## src/rtl/mdg_defs.svh

```systemverilog
// Purpose: addresses, field layouts, reset values of the register slice
// Assumes: 7-bit register address, 16-bit register words
// Notes: definitions only
`ifndef MDG_DEFS_SVH
`define MDG_DEFS_SVH

// register addresses
`define MDG_ADDR_IDEAL_A 7'h21
`define MDG_ADDR_IDEAL_B 7'h22
`define MDG_ADDR_RES_FIRST 7'h23
`define MDG_ADDR_RES_LAST 7'h32
`define MDG_ADDR_CODE_FIRST 7'h33
`define MDG_ADDR_CODE_LAST 7'h3E
`define MDG_ADDR_CLR_FIRST 7'h3F
`define MDG_ADDR_CLR_LAST 7'h4A
`define MDG_ADDR_PIN 7'h4B
`define MDG_ADDR_CFG 7'h4C

// reset values
`define MDG_IDEAL_RST 8'h00
`define MDG_CODE_RST 12'h000
`define MDG_RES_RST 12'h000
`define MDG_PIN_RST 8'hFF
`define MDG_CFG_RST 16'h2000

// field layouts
`define MDG_IDEAL_FILL 8'hFF
`define MDG_ZERO_BYTE 8'h00
`define MDG_ZERO_NIBBLE 4'h0
`define MDG_CFG_WMASK 16'h3EFF
`define MDG_PIN_SENSOR_ONE 8'h30
`define MDG_PIN_SENSOR_TWO 8'hC0
`define MDG_CODE_MSB 11

`endif

```

## src/rtl/mdg_pkg.sv

```systemverilog
// Purpose: shared types of the register slice
// Assumes: constants live in mdg_defs.svh
// Notes: nothing here is imported; use mdg_pkg::name
package mdg_pkg;

  // register word and converter code
  typedef logic [15:0] mdg_word_t;
  typedef logic [11:0] mdg_code_t;

  // which serial port is selected, shapes ideality layout
  typedef enum logic {MDG_PORT_SPI, MDG_PORT_I2C} mdg_port_t;

endpackage

```

## src/rtl/mdg_pin_port.sv

```systemverilog
// Purpose: eight open-drain general-purpose pins and their register
// Assumes: pin levels arrive synchronous to clock_i
// Notes: pins are only ever driven low; a pull-up makes the high
`timescale 1ns/1ps
`include "mdg_defs.svh"
module mdg_pin_port #(
  parameter int NUM_PINS = 8
) (
  // clock and reset
  input wire logic clock_i,
  input wire logic rst_i,
  // register write
  input wire logic wr_i,
  input wire logic [NUM_PINS-1:0] wdata_i,
  // pins lent to the remote sensors
  input wire logic [NUM_PINS-1:0] ignore_i,
  // pin levels and drive
  input wire logic [NUM_PINS-1:0] pin_i,
  output logic [NUM_PINS-1:0] pin_o,
  output logic [NUM_PINS-1:0] pin_oe_o,
  // level seen by a register read
  output logic [NUM_PINS-1:0] level_o
);

  logic [NUM_PINS-1:0] latch_reg;

  // reset pattern cut to the pin count on purpose
  localparam logic [NUM_PINS-1:0] PIN_RST_BITS = NUM_PINS'(`MDG_PIN_RST);

  genvar g;
  generate
    for (g = 0; g < NUM_PINS; g++)
    begin : g_pin
      // written bit: one releases, zero pulls low
      always_ff @(posedge clock_i)
      begin
        if (rst_i)
          latch_reg[g] <= PIN_RST_BITS[g];
        else if (wr_i && !ignore_i[g])
          latch_reg[g] <= wdata_i[g];
      end

      // drive only while released-bit is zero and pin not lent
      always_ff @(posedge clock_i)
      begin
        if (rst_i)
        begin
          pin_oe_o[g] <= 1'b0;
          pin_o[g] <= 1'b0;
        end
        else
        begin
          pin_oe_o[g] <= !latch_reg[g] && !ignore_i[g];
          pin_o[g] <= 1'b0;
        end
      end

      // lent pins read zero so sensor activity never shows
      always_comb
        level_o[g] = pin_i[g] && !ignore_i[g];
    end
  endgenerate

endmodule

```

## src/rtl/mdg_regs.sv

```systemverilog
// Purpose: data and pin register slice of a monitor and control device
// Assumes: serial port already turned frames into word strobes
// Notes: reads answer one cycle after the strobe from rd_data_o
`timescale 1ns/1ps
`include "mdg_defs.svh"

// Summary of operation
// two ideality registers; only the adjust byte matters, rest ignored
// serial-peripheral mode: adjust in bits 7:0, top byte zero, reset 0000h
// two-wire mode: adjust in top byte, low byte reads FFh, reset 00FFh
// adjust is signed 80h..7Fh; zero means default ideality 1.008
// sixteen read-only 12-bit result registers, top nibble reads zero
// single-ended channel n result goes to register n, straight binary
// differential pairs 0/1 and 2/3 store twos complement in 0 and 2
// twelve output code registers feed converter latches, reset zero
// twelve clear codes load into latch when converter cleared, reset zero
// pin bit one releases pin, zero drives it low
// pin read returns sampled pin levels, bits 15:8 zero
// any reset sets all pin bits to one, pins released
// sensor one enabled: pin bits 4 and 5 ignored
// sensor two enabled: pin bits 6 and 7 ignored
// main configuration register at 4Ch resets to 2000h
// sensor enable bits high mean active, low mean disabled
// host writes to result registers are discarded
module mdg_regs #(
  parameter int NUM_RES = 16,
  parameter int NUM_OUT = 12,
  parameter int NUM_PINS = 8
) (
  // clock and resets
  input wire logic clock_i,
  input wire logic rst_n_i,
  input wire logic sw_reset_i,
  // port selection
  input wire mdg_pkg::mdg_port_t port_sel_i,
  // register access from the serial port
  input wire logic reg_wr_i,
  input wire logic reg_rd_i,
  input wire logic [6:0] reg_addr_i,
  input wire mdg_pkg::mdg_word_t reg_wdata_i,
  output mdg_pkg::mdg_word_t rd_data_o,
  output logic rd_valid_o,
  // converter results
  input wire logic conv_wr_i,
  input wire logic conv_diff_i,
  input wire logic [3:0] conv_ch_i,
  input wire mdg_pkg::mdg_code_t conv_data_i,
  // output converters
  input wire logic [NUM_OUT-1:0] clear_i,
  output logic [NUM_OUT*12-1:0] out_latch_o,
  // remote sensors
  input wire logic remote_sensor_one_enable_i,
  input wire logic remote_sensor_two_enable_i,
  output logic signed [7:0] ideality_adjust_value_a_o,
  output logic signed [7:0] ideality_adjust_value_b_o,
  output logic default_ideality_a_o,
  output logic default_ideality_b_o,
  // configuration
  output mdg_pkg::mdg_word_t main_config_o,
  // open-drain pins
  input wire logic [NUM_PINS-1:0] pin_i,
  output logic [NUM_PINS-1:0] pin_o,
  output logic [NUM_PINS-1:0] pin_oe_o
);

  // combined reset: power-on/hardware pin or software request
  // both requests act on one edge, so neither can race the other
  logic rst;
  always_comb
    rst = !rst_n_i || sw_reset_i;

  // storage
  logic [7:0] ideal_a_reg;
  logic [7:0] ideal_b_reg;
  mdg_pkg::mdg_code_t res_reg [NUM_RES];
  mdg_pkg::mdg_code_t code_reg [NUM_OUT];
  mdg_pkg::mdg_code_t clr_reg [NUM_OUT];
  mdg_pkg::mdg_word_t cfg_reg;

  // address decode
  logic in_res;
  logic in_code;
  logic in_clr;
  logic [3:0] res_idx;
  logic [3:0] code_idx;
  logic [3:0] clr_idx;
  logic [6:0] res_off;
  logic [6:0] code_off;
  logic [6:0] clr_off;

  // windows of consecutive registers
  always_comb
  begin
    in_res = reg_addr_i >= `MDG_ADDR_RES_FIRST
      && reg_addr_i <= `MDG_ADDR_RES_LAST;
    in_code = reg_addr_i >= `MDG_ADDR_CODE_FIRST
      && reg_addr_i <= `MDG_ADDR_CODE_LAST;
    in_clr = reg_addr_i >= `MDG_ADDR_CLR_FIRST
      && reg_addr_i <= `MDG_ADDR_CLR_LAST;
    res_off = reg_addr_i - `MDG_ADDR_RES_FIRST;
    code_off = reg_addr_i - `MDG_ADDR_CODE_FIRST;
    clr_off = reg_addr_i - `MDG_ADDR_CLR_FIRST;
    res_idx = res_off[3:0];
    code_idx = code_off[3:0];
    clr_idx = clr_off[3:0];
  end

  // pins lent to enabled remote sensors
  // a sensor owns its pins, so host writes must not fight it
  logic [NUM_PINS-1:0] lent;
  always_comb
  begin
    lent = '0;
    if (remote_sensor_one_enable_i)
      lent = lent | `MDG_PIN_SENSOR_ONE;
    if (remote_sensor_two_enable_i)
      lent = lent | `MDG_PIN_SENSOR_TWO;
  end

  // incoming adjust byte; its place depends on the port
  // the leftover byte is dropped here and never stored
  logic [7:0] adj_wbyte;
  always_comb
  begin
    if (port_sel_i == mdg_pkg::MDG_PORT_I2C)
      adj_wbyte = reg_wdata_i[15:8];
    else
      adj_wbyte = reg_wdata_i[7:0];
  end

  // ideality adjust bytes; the other byte is never stored
  always_ff @(posedge clock_i)
  begin
    if (rst)
    begin
      ideal_a_reg <= `MDG_IDEAL_RST;
      ideal_b_reg <= `MDG_IDEAL_RST;
    end
    else if (reg_wr_i)
    begin
      if (reg_addr_i == `MDG_ADDR_IDEAL_A)
        ideal_a_reg <= adj_wbyte;
      if (reg_addr_i == `MDG_ADDR_IDEAL_B)
        ideal_b_reg <= adj_wbyte;
    end
  end

  // signed adjust toward the correction logic
  // one cycle behind the register; correction runs far slower
  always_ff @(posedge clock_i)
  begin
    if (rst)
    begin
      ideality_adjust_value_a_o <= '0;
      ideality_adjust_value_b_o <= '0;
      default_ideality_a_o <= 1'b1;
      default_ideality_b_o <= 1'b1;
    end
    else
    begin
      ideality_adjust_value_a_o <= signed'(ideal_a_reg);
      ideality_adjust_value_b_o <= signed'(ideal_b_reg);
      // zero selects the default ideality
      default_ideality_a_o <= ideal_a_reg == `MDG_IDEAL_RST;
      default_ideality_b_o <= ideal_b_reg == `MDG_IDEAL_RST;
    end
  end

  // result target and format
  // a differential result overwrites the single-ended slot
  logic [3:0] res_dst;
  mdg_pkg::mdg_code_t res_val;
  always_comb
  begin
    if (conv_diff_i)
    begin
      // pair 0/1 lands in 0, pair 2/3 in 2
      res_dst = {2'b00, conv_ch_i[1], 1'b0};
      // offset-binary code to twos complement by msb flip
      res_val = conv_data_i ^ 12'h800;
    end
    else
    begin
      res_dst = conv_ch_i;
      res_val = conv_data_i;
    end
  end

  genvar r;
  generate
    for (r = 0; r < NUM_RES; r++)
    begin : g_res
      // only the converter writes; host writes never reach here
      always_ff @(posedge clock_i)
      begin
        if (rst)
          res_reg[r] <= `MDG_RES_RST;
        else if (conv_wr_i && res_dst == 4'(r))
          res_reg[r] <= res_val;
      end
    end
  endgenerate

  // output codes, clear codes and converter latches
  genvar d;
  generate
    for (d = 0; d < NUM_OUT; d++)
    begin : g_out
      logic hit_code;
      logic hit_clr;
      // per-converter write strobes from the shared decode
      always_comb
      begin
        hit_code = reg_wr_i && in_code && code_idx == 4'(d);
        hit_clr = reg_wr_i && in_clr && clr_idx == 4'(d);
      end

      // host-written output code
      always_ff @(posedge clock_i)
      begin
        if (rst)
          code_reg[d] <= `MDG_CODE_RST;
        else if (hit_code)
          code_reg[d] <= reg_wdata_i[`MDG_CODE_MSB:0];
      end

      // host-written clear code
      always_ff @(posedge clock_i)
      begin
        if (rst)
          clr_reg[d] <= `MDG_CODE_RST;
        else if (hit_clr)
          clr_reg[d] <= reg_wdata_i[`MDG_CODE_MSB:0];
      end

      // clear wins over a code write so a shutdown is never missed
      // limitation: no synchronous-load mode, latch tracks its code
      always_ff @(posedge clock_i)
      begin
        if (rst)
          out_latch_o[d*12 +: 12] <= `MDG_CODE_RST;
        else if (clear_i[d])
          out_latch_o[d*12 +: 12] <= clr_reg[d];
        else
          out_latch_o[d*12 +: 12] <= code_reg[d];
      end
    end
  endgenerate

  // main configuration; reserved bits keep zero
  // masking on the way in keeps reserved reads at zero
  always_ff @(posedge clock_i)
  begin
    if (rst)
      cfg_reg <= `MDG_CFG_RST;
    else if (reg_wr_i && reg_addr_i == `MDG_ADDR_CFG)
      cfg_reg <= reg_wdata_i & `MDG_CFG_WMASK;
  end

  // configuration mirrored out from its own flop
  // costs a cycle of lag but keeps the port a plain flop
  always_ff @(posedge clock_i)
  begin
    if (rst)
      main_config_o <= `MDG_CFG_RST;
    else
      main_config_o <= cfg_reg;
  end

  // general-purpose pins
  logic pin_wr;
  logic [NUM_PINS-1:0] pin_level;
  always_comb
    pin_wr = reg_wr_i && reg_addr_i == `MDG_ADDR_PIN;

  mdg_pin_port #(
    .NUM_PINS(NUM_PINS)
  ) u_pins (
    .clock_i(clock_i),
    .rst_i(rst),
    .wr_i(pin_wr),
    .wdata_i(reg_wdata_i[NUM_PINS-1:0]),
    .ignore_i(lent),
    .pin_i(pin_i),
    .pin_o(pin_o),
    .pin_oe_o(pin_oe_o),
    .level_o(pin_level)
  );

  // ideality layout as read back
  // follows the port selected now, not the one at write time
  function automatic mdg_pkg::mdg_word_t adj_word(
    input logic [7:0] adj,
    input mdg_pkg::mdg_port_t sel
  );
    if (sel == mdg_pkg::MDG_PORT_I2C)
      adj_word = {adj, `MDG_IDEAL_FILL};
    else
      adj_word = {`MDG_ZERO_BYTE, adj};
  endfunction

  // read mux; unmapped addresses read zero
  mdg_pkg::mdg_word_t rd_word;
  always_comb
  begin
    rd_word = '0;
    if (reg_addr_i == `MDG_ADDR_IDEAL_A)
      rd_word = adj_word(ideal_a_reg, port_sel_i);
    else if (reg_addr_i == `MDG_ADDR_IDEAL_B)
      rd_word = adj_word(ideal_b_reg, port_sel_i);
    else if (in_res)
      rd_word = {`MDG_ZERO_NIBBLE, res_reg[res_idx]};
    else if (in_code)
      rd_word = {`MDG_ZERO_NIBBLE, code_reg[code_idx]};
    else if (in_clr)
      rd_word = {`MDG_ZERO_NIBBLE, clr_reg[clr_idx]};
    else if (reg_addr_i == `MDG_ADDR_PIN)
      rd_word = {`MDG_ZERO_BYTE, pin_level};
    else if (reg_addr_i == `MDG_ADDR_CFG)
      rd_word = cfg_reg;
  end

  // read answer one cycle after the strobe, held until next read
  // holding the word lets a slow port shift it out at leisure
  always_ff @(posedge clock_i)
  begin
    if (rst)
      rd_data_o <= '0;
    else if (reg_rd_i)
      rd_data_o <= rd_word;
  end

  // one-cycle valid marks the answer
  // never held, so a stale answer cannot be taken twice
  always_ff @(posedge clock_i)
  begin
    if (rst)
      rd_valid_o <= 1'b0;
    else
      rd_valid_o <= reg_rd_i;
  end

endmodule

```

## config.mk

```make
export PLATFORM = sky130hd
export DESIGN_NAME = mdg_regs
export DESIGN_NICKNAME = d
export VERILOG_FILES = /design/src/rtl/mdg_pkg.sv /design/src/rtl/mdg_pin_port.sv /design/src/rtl/mdg_regs.sv
export VERILOG_INCLUDE_DIRS = /design/src /design/src/rtl
export SDC_FILE = /design/constraint.sdc
export NUM_CORES = 1
export LEC_CHECK = 0
export BUFFER_PORTS_ARGS = -buffer_cell sky130_fd_sc_hd__buf_4
export CELL_PAD_IN_SITES_DETAIL_PLACEMENT = 1
export CELL_PAD_IN_SITES_GLOBAL_PLACEMENT = 1
export CORE_ASPECT_RATIO = 0.9
export CORE_UTILIZATION = 49
export CTS_CLUSTER_DIAMETER = 50
export CTS_CLUSTER_SIZE = 14
export DETAILED_ROUTE_END_ITERATION = 16
export GPL_ROUTABILITY_DRIVEN = 1
export PLACE_DENSITY = 0.8
export SLEW_MARGIN = 30
export SYNTH_ARGS = -nofsm -noshare
export SYNTH_HDL_FRONTEND = slang
export SYNTH_SLANG_ARGS = --single-unit
```

## constraint.sdc

```tcl
create_clock -name clock_i -period 3.5 [get_ports clock_i]
set_input_delay 0.175 -clock clock_i [delete_from_list [all_inputs] [get_ports clock_i]]
set_output_delay 0.175 -clock clock_i [all_outputs]
set_load 0.05 [all_outputs]
```

======== Word level (Yosys, flattened, before mapping) ========
Memories as Yosys holds them, arrays and structs flattened.
Cells that the tools add are included.
operators by class
  add/sub/neg operators ................... 3
  order comparisons ....................... 6
  equal/unequal tests ..................... 41
  mux-type cells .......................... 188
  bitwise operators ....................... 41
  reductions and logical operators ........ 96
operators with widths
  cell                                                             number
  2-to-1 mux 12 bit                                                53
  2-to-1 mux 1 bit                                                 122
  logical AND 1 bit                                                71
  2-to-1 mux 14 bit                                                5
  equality test 4 bit (second input constant)                      16
  2-to-1 mux 16 bit                                                4
  equality test 4 x 3 -> 1 bit (second input constant)             12
  bitwise OR 1 bit                                                 40
  equality test 4 x 2 -> 1 bit (second input constant)             6
  >= comparator 7 x 6 -> 1 bit (second input constant)             3
  logical NOT 1 bit                                                17
  logical NOT 8 bit                                                2
  2-to-1 mux 8 bit                                                 2
  equality test 7 x 6 -> 1 bit (second input constant)             2
  equality test 7 bit (second input constant)                      2
  less-or-equal comparator 7 x 6 -> 1 bit (second input constant)  2
  equality test 4 x 1 -> 1 bit (second input constant)             3
  logical NOT 4 bit                                                3
  subtractor 4 x 2 -> 4 bit (second input constant)                2
  less-or-equal comparator 7 bit (second input constant)           1
  2-to-1 mux 6 bit                                                 1
  2-to-1 mux 4 bit                                                 1
  AND reduction 2 bit                                              2
  subtractor 4 bit (second input constant)                         1
  2 further kinds                                                  2
word-level totals
  register bits ........................... 237
  bits in writable memories ............... 480
  input bits .............................. 69
  logic and storage cells ................. 416
  memories kept ........................... 3
memory list
  memory    depth  bits a word  rd ports  clocked after Yosys merged registers in  wr ports  line            RTL
  res_reg   16     12           1         0                                        16        mdg_regs.sv:75  mdg_pkg::mdg_code_t res_reg [NUM_RES];
  clr_reg   12     12           13        0                                        12        mdg_regs.sv:77  mdg_pkg::mdg_code_t clr_reg [NUM_OUT];
  code_reg  12     12           13        0                                        12        mdg_regs.sv:76  mdg_pkg::mdg_code_t code_reg [NUM_OUT];

======== Depth between registers and ports, before layout ========
  word-level depth ........................ 10
  gate-level depth with buffers ........... 16
  mapped depth without buffers ............ 8

======== Hierarchy ========
Synthesis repeated with hierarchy kept, for this count alone.
second synthesis, totals
  cell total of the unflattened synthesis .. 2484
  area total of the unflattened synthesis .. 31674.1 µm²
modules (own cells, without submodules)
  module        instances  cells each  area an instance (µm²)  sequential area each (µm²)
  mdg_regs      1          2409        30987.2                 18838.1
  mdg_pin_port  1          75          686.9                   320.3

======== Worst setup path after synthesis ========
No wires, ideal clock.
  path type ............................... input to register
  start ................................... in reg_addr_i[0]
  end ..................................... reg rd_data_o[10]
  library setup time ...................... 0.115 ns
  arrival time ............................ 2.926 ns
  path slack .............................. 0.459 ns
  cell stages on the path ................. 16
  buffers on the path ..................... 8
  path through ............................ buf_6 > buf_6 > buf_4 > buf_4 > clkinv_1 > ha_1 > buf_4 > buf_6 > buf_4 > buf_2 > mux4_2 > mux2i_1 > mux2i_1 > o21ai_0 > a31oi_1 > o21a_1
on the way
  longest elaborated chain between the ends .. 8
  elaborated cells on any way between the ends .. 26
ends and longest elaborated chain
  what                                                               line             RTL
  start: declaration                                                 mdg_regs.sv:39   input wire logic [6:0] reg_addr_i,
  branches (longest 7 deep; another with memory read (12 x 12 bit))  -
  2-to-1 mux 16 bit (*)                                              mdg_regs.sv:307  if (reg_addr_i == `MDG_ADDR_IDEAL_A)
  end signal: assignment                                             mdg_regs.sv:330  rd_data_o <= rd_word;
  end: declaration                                                   mdg_regs.sv:41   output mdg_pkg::mdg_word_t rd_data_o,
Mark *: on every way between the ends.
A chain may end at the register's enable or synchronous reset.

======== Worst setup path after layout ========
  start ................................... in reg_addr_i[1]
  end ..................................... reg rd_data_o[4]
Same word-level chain as after synthesis.

==> PnR_summary.wiki <==
{| class="wikitable"
! Metric !! Value
|-
| HP Class || in2reg
|-
| Synth top area cells || sky130_fd_sc_hd__edfxtp_1 (45%), sky130_fd_sc_hd__dfxtp_1 (15%), sky130_fd_sc_hd__and2_1 (9.7%), sky130_fd_sc_hd__mux4_2 (8.3%), sky130_fd_sc_hd__mux2i_1 (6.3%)
|-
| Portion of synthesized cell area occupied by the leading cell type || around 45%
|-
| Top cell type by total area after synthesis || sky130_fd_sc_hd__edfxtp_1
|-
| Routed wire length per instance || around 30 µm
|-
| Clock tree from TritonCTS || built
|-
| GR Util met1 || a little under half
|-
| Instance count along the most critical hold path || 3
|-
| Highest-utilization routing layer at the global route stage || met2
|-
| Final clock skew || between 0.03 and 0.04 ns
|-
| Total congestion overflow after global routing || 0
|-
| Filler cells || roughly 6400
|-
| CP dominant cell by count || sky130_fd_sc_hd__a211oi_1
|-
| RePlAce Congestion || between 0.9 and 1
|-
| Port bufs || between 200 and 300
|-
| Met2 layer usage reported by global route || around 50%
|-
| Synth warn || 0
|-
| Kind of critical path || in2reg
|-
| Max Fanout on Critical Path || roughly 60
|-
| Met3 layer usage reported by global route || between 7 and 8%
|-
| Count of flip-flops with a built-in enable after synthesis || 480
|-
| Number of nets with antenna violations after routing || 0
|-
| Deepest clock path buffer count || 3
|-
| Setup total negative slack || 0 ns
|-
| Floorplan core area || 0.0643 mm²
|-
| Number of non-filler instances in the completed layout || between 3000 and 4000
|-
| Number of buffers added by the clock tree synthesis step || between 70 and 80
|-
| CP max stage cell || sky130_fd_sc_hd__a211oi_1
|-
| Unique cell type count in the Yosys netlist || between 70 and 80
|-
| CTS-repair resized insts || 0
|-
| Post-synthesis sequential area ratio || roughly 60%
|-
| Total leakage power || around 15 nW
|-
| Critical Path Source Type || primary input
|-
| Async set or reset register ratio after synthesis || 0%
|-
| Power per cell area || between 500 and 600 mW/mm²
|-
| Site row count || a little under 90
|-
| Most frequent standard cell in the layout excluding fill and tap cells || sky130_fd_sc_hd__and2_1
|-
| Ports placed on the boundary || 280
|-
| Via count of the first global-routing pass || 23000
|-
| Crit path time final || ~2.5 ns
|-
| Type of destination of the critical path || register
|-
| Cell Count Post-Placement || ~3500
|-
| Fin. Hold Viols || 0
|-
| CTS sink cnt || 717
|-
| H-tree depth || 3
|-
| Final critical-path share of the clock period || between 70% and 80%
|-
| Floorplan die height || 244 µm
|-
| Final #Nets || ~2800
|-
| DRC Markers || 0
|-
| Flip-flop and latch count after synthesis || roughly 720
|-
| Die Span X || between 200 and 300 µm
|-
| Cell chosen for the clock root || sky130_fd_sc_hd__clkbuf_16
|-
| Area Overhead vs Synth || 17.6%
|-
| Floorplan die area || approximately 0.066 mm²
|-
| Worst path arrival time || just under 3 ns
|-
| Number of instances in the synthesized netlist || roughly 2500
|-
| Run status || finished clean
|-
| First-pass GRT wire length || around 160000 µm
|-
| Count of max-cap constraint violations || 0
|-
| Post-CTS setup buffers || 0
|-
| Number of DRC markers after the initial detailed-route iteration || approximately 2700
|-
| Total half-perimeter wirelength after legalization and detailed placement || approximately 73000 µm
|-
| Worst skew pair latency || about 0.65 ns
|-
| Vias || approximately 23000
|-
| Final count of pins violating max slew || 0
|-
| Synthesized area per cell || ~13 µm²
|-
| Stage delay of the slowest cell on the critical path || 0.43 ns
|-
| Initial antenna violation count || 8
|-
| Fraction of final layout cells sized beyond drive strength 1 || between 20 and 25%
|-
| Most frequent cells in the layout || sky130_fd_sc_hd__and2_1 (494), sky130_fd_sc_hd__edfxtp_1 (480), sky130_fd_sc_hd__buf_4 (345)
|-
| Maximum number of pins on one net before global-route repair || 85
|-
| Area of the mapped netlist || 0.0320 mm²
|-
| Via/cell ratio || 6.16
|-
| Cells along the critical path || buf_4, inv_1, ha_4, buf_12, mux4_2, nor2b_1, a211oi_1, a21oi_1, o221ai_1, a211oi_1
|-
| GRT Total Usage || between 30% and 40%
|-
| Slew of the pin with the lowest slew margin || roughly 1.1 ns
|-
| Worst slew margin relative to its limit || roughly 27%
|-
| First-pass iteration count of the detailed router || 5
|-
| Required time at the worst-slack endpoint || around 4.0 ns
|-
| RSZ-0062 raised after global routing || no
|-
| Antenna diode count || 0
|-
| Overall routed net length || between 100000 and 150000 µm
|-
| Clock slew seen by the registers of the worst setup and hold paths || around 0.070 ns
|-
| Worst r2r path cells || 6
|-
| Most used DFF post-synth || sky130_fd_sc_hd__edfxtp_1
|-
| # setup viols final || 0
|-
| Worst vdd ir || 337 µV
|-
| Number of flip-flops under the largest register name || 192
|-
| Initial core utilization || between 40 and 50%
|-
| Achievable Freq || between 400 and 500 MHz
|}
final cells by class:
cell class	count	area (µm²)	area share, %
well taps	855	1070	2.84
inverters	5	18.8	0.0499
clock inverters	37	393	1.04
clock buffers	104	2130	5.67
multi-input cells	1563	11800	31.5
repair buffers	380	2990	7.95
flip-flops and latches	717	19200	50.9
through the flow:
stage                     area [µm²]  utilization (%)  power (mW)  setup WS (ns)  hold WS [ns]
final                          37600             58.5        19.9           1.03        0.0155
after global routing           37600             58.5        20.3           1.02        0.0178
after CTS                      37600             58.5        19.9           1.13      0.000455
after detailed placement       34800             54.1        11.8          0.469         0.385
after global placement         34800             54.1        11.7          0.556         0.381
after floorplan                32000                -        10.9          0.459         0.252
routing by layer:
layer,share of wire (%),vias up
met2,46,1305
met3,10,195
met5,0.048,-
met4,2.9,8
li1,-,9476
met1,40,11600
worst max-delay path: cells and delay by family:
family	cells	cell delay (ns)
AO/OA/AOI/OAI	4	0.98
adder cells (fa/ha/maj)	1	0.37
buffers and inverters	3	0.78
multiplexers	1	0.39
AND/OR/NAND/NOR	1	0.19
kinds of logic (layout without fill, tap and decap cells):
kind of cell	Yosys count	count (layout)	share of synthesized area, %
buffers and inverters	219	526	3.31
xor gates and xnor gates	5	5	0.196
adders and majority gates	6	6	0.219
other	1	11	0.0117
and+or+nand+nor	966	966	16.2
AOI/OAI and AO/OA	245	245	5.11
muxes	330	330	15.1
DFF	717	717	59.9
path summary, 6_finish.rpt:
path	start	slack, ns	end
setup / recovery	reg_addr_i[1]	1.03	rd_data_o[4]
hold / removal	clear_i[0]	0.02	out_latch_o[1]
setup reg to reg	res_reg[13][4]	1.33	rd_data_o[4]
hold reg to reg	u_pins.latch_reg[1]	0.42	u_pins.pin_oe_o[1]
synthesized netlist by cell type, types with 4 or more instances:
cell type                  instances
sky130_fd_sc_hd__a211o_1           6
sky130_fd_sc_hd__a211oi_1         19
sky130_fd_sc_hd__a21boi_0          4
sky130_fd_sc_hd__a21oi_1          58
sky130_fd_sc_hd__a22o_1            7
sky130_fd_sc_hd__a31oi_1           9
sky130_fd_sc_hd__a32oi_1           5
sky130_fd_sc_hd__and2_1          494
sky130_fd_sc_hd__buf_1            20
sky130_fd_sc_hd__buf_2            24
sky130_fd_sc_hd__buf_4            33
sky130_fd_sc_hd__buf_6             9
sky130_fd_sc_hd__clkbuf_1        123
sky130_fd_sc_hd__clkbuf_2          4
sky130_fd_sc_hd__dfxtp_1         237
sky130_fd_sc_hd__edfxtp_1        480
sky130_fd_sc_hd__ha_1              4
sky130_fd_sc_hd__inv_1             4
sky130_fd_sc_hd__mux2_2           10
sky130_fd_sc_hd__mux2i_1         200
sky130_fd_sc_hd__mux4_2          118
sky130_fd_sc_hd__nand2_1          73
sky130_fd_sc_hd__nand2b_1          8
sky130_fd_sc_hd__nand3_1          53
sky130_fd_sc_hd__nand3b_1          6
sky130_fd_sc_hd__nand4b_1          4
sky130_fd_sc_hd__nor2_1          253
sky130_fd_sc_hd__nor2b_1          10
sky130_fd_sc_hd__nor3_1           38
sky130_fd_sc_hd__o211ai_1         21
sky130_fd_sc_hd__o21ai_0          64
sky130_fd_sc_hd__o221a_2           4
sky130_fd_sc_hd__o221ai_1         18
sky130_fd_sc_hd__or2_2             6
sky130_fd_sc_hd__or4_1             4
power breakdown:
| part | switching, mW | total (mW) | internal (mW) |
|---|---|---|---|
| sequential | 0.203 | 9.58 | 9.37 |
| combinational | 1.42 | 2.14 | 0.721 |
| clock | 3.64 | 8.19 | 4.55 |
| total | 5.26 | 19.9 | 14.6 |
timing repair:
action	4_1_cts	5_1_grt
endpoints found under the setup margin	0	0
hold buffers	29	0
hold endpoints to repair	77	0
Power figures use the tool's default switching activity.
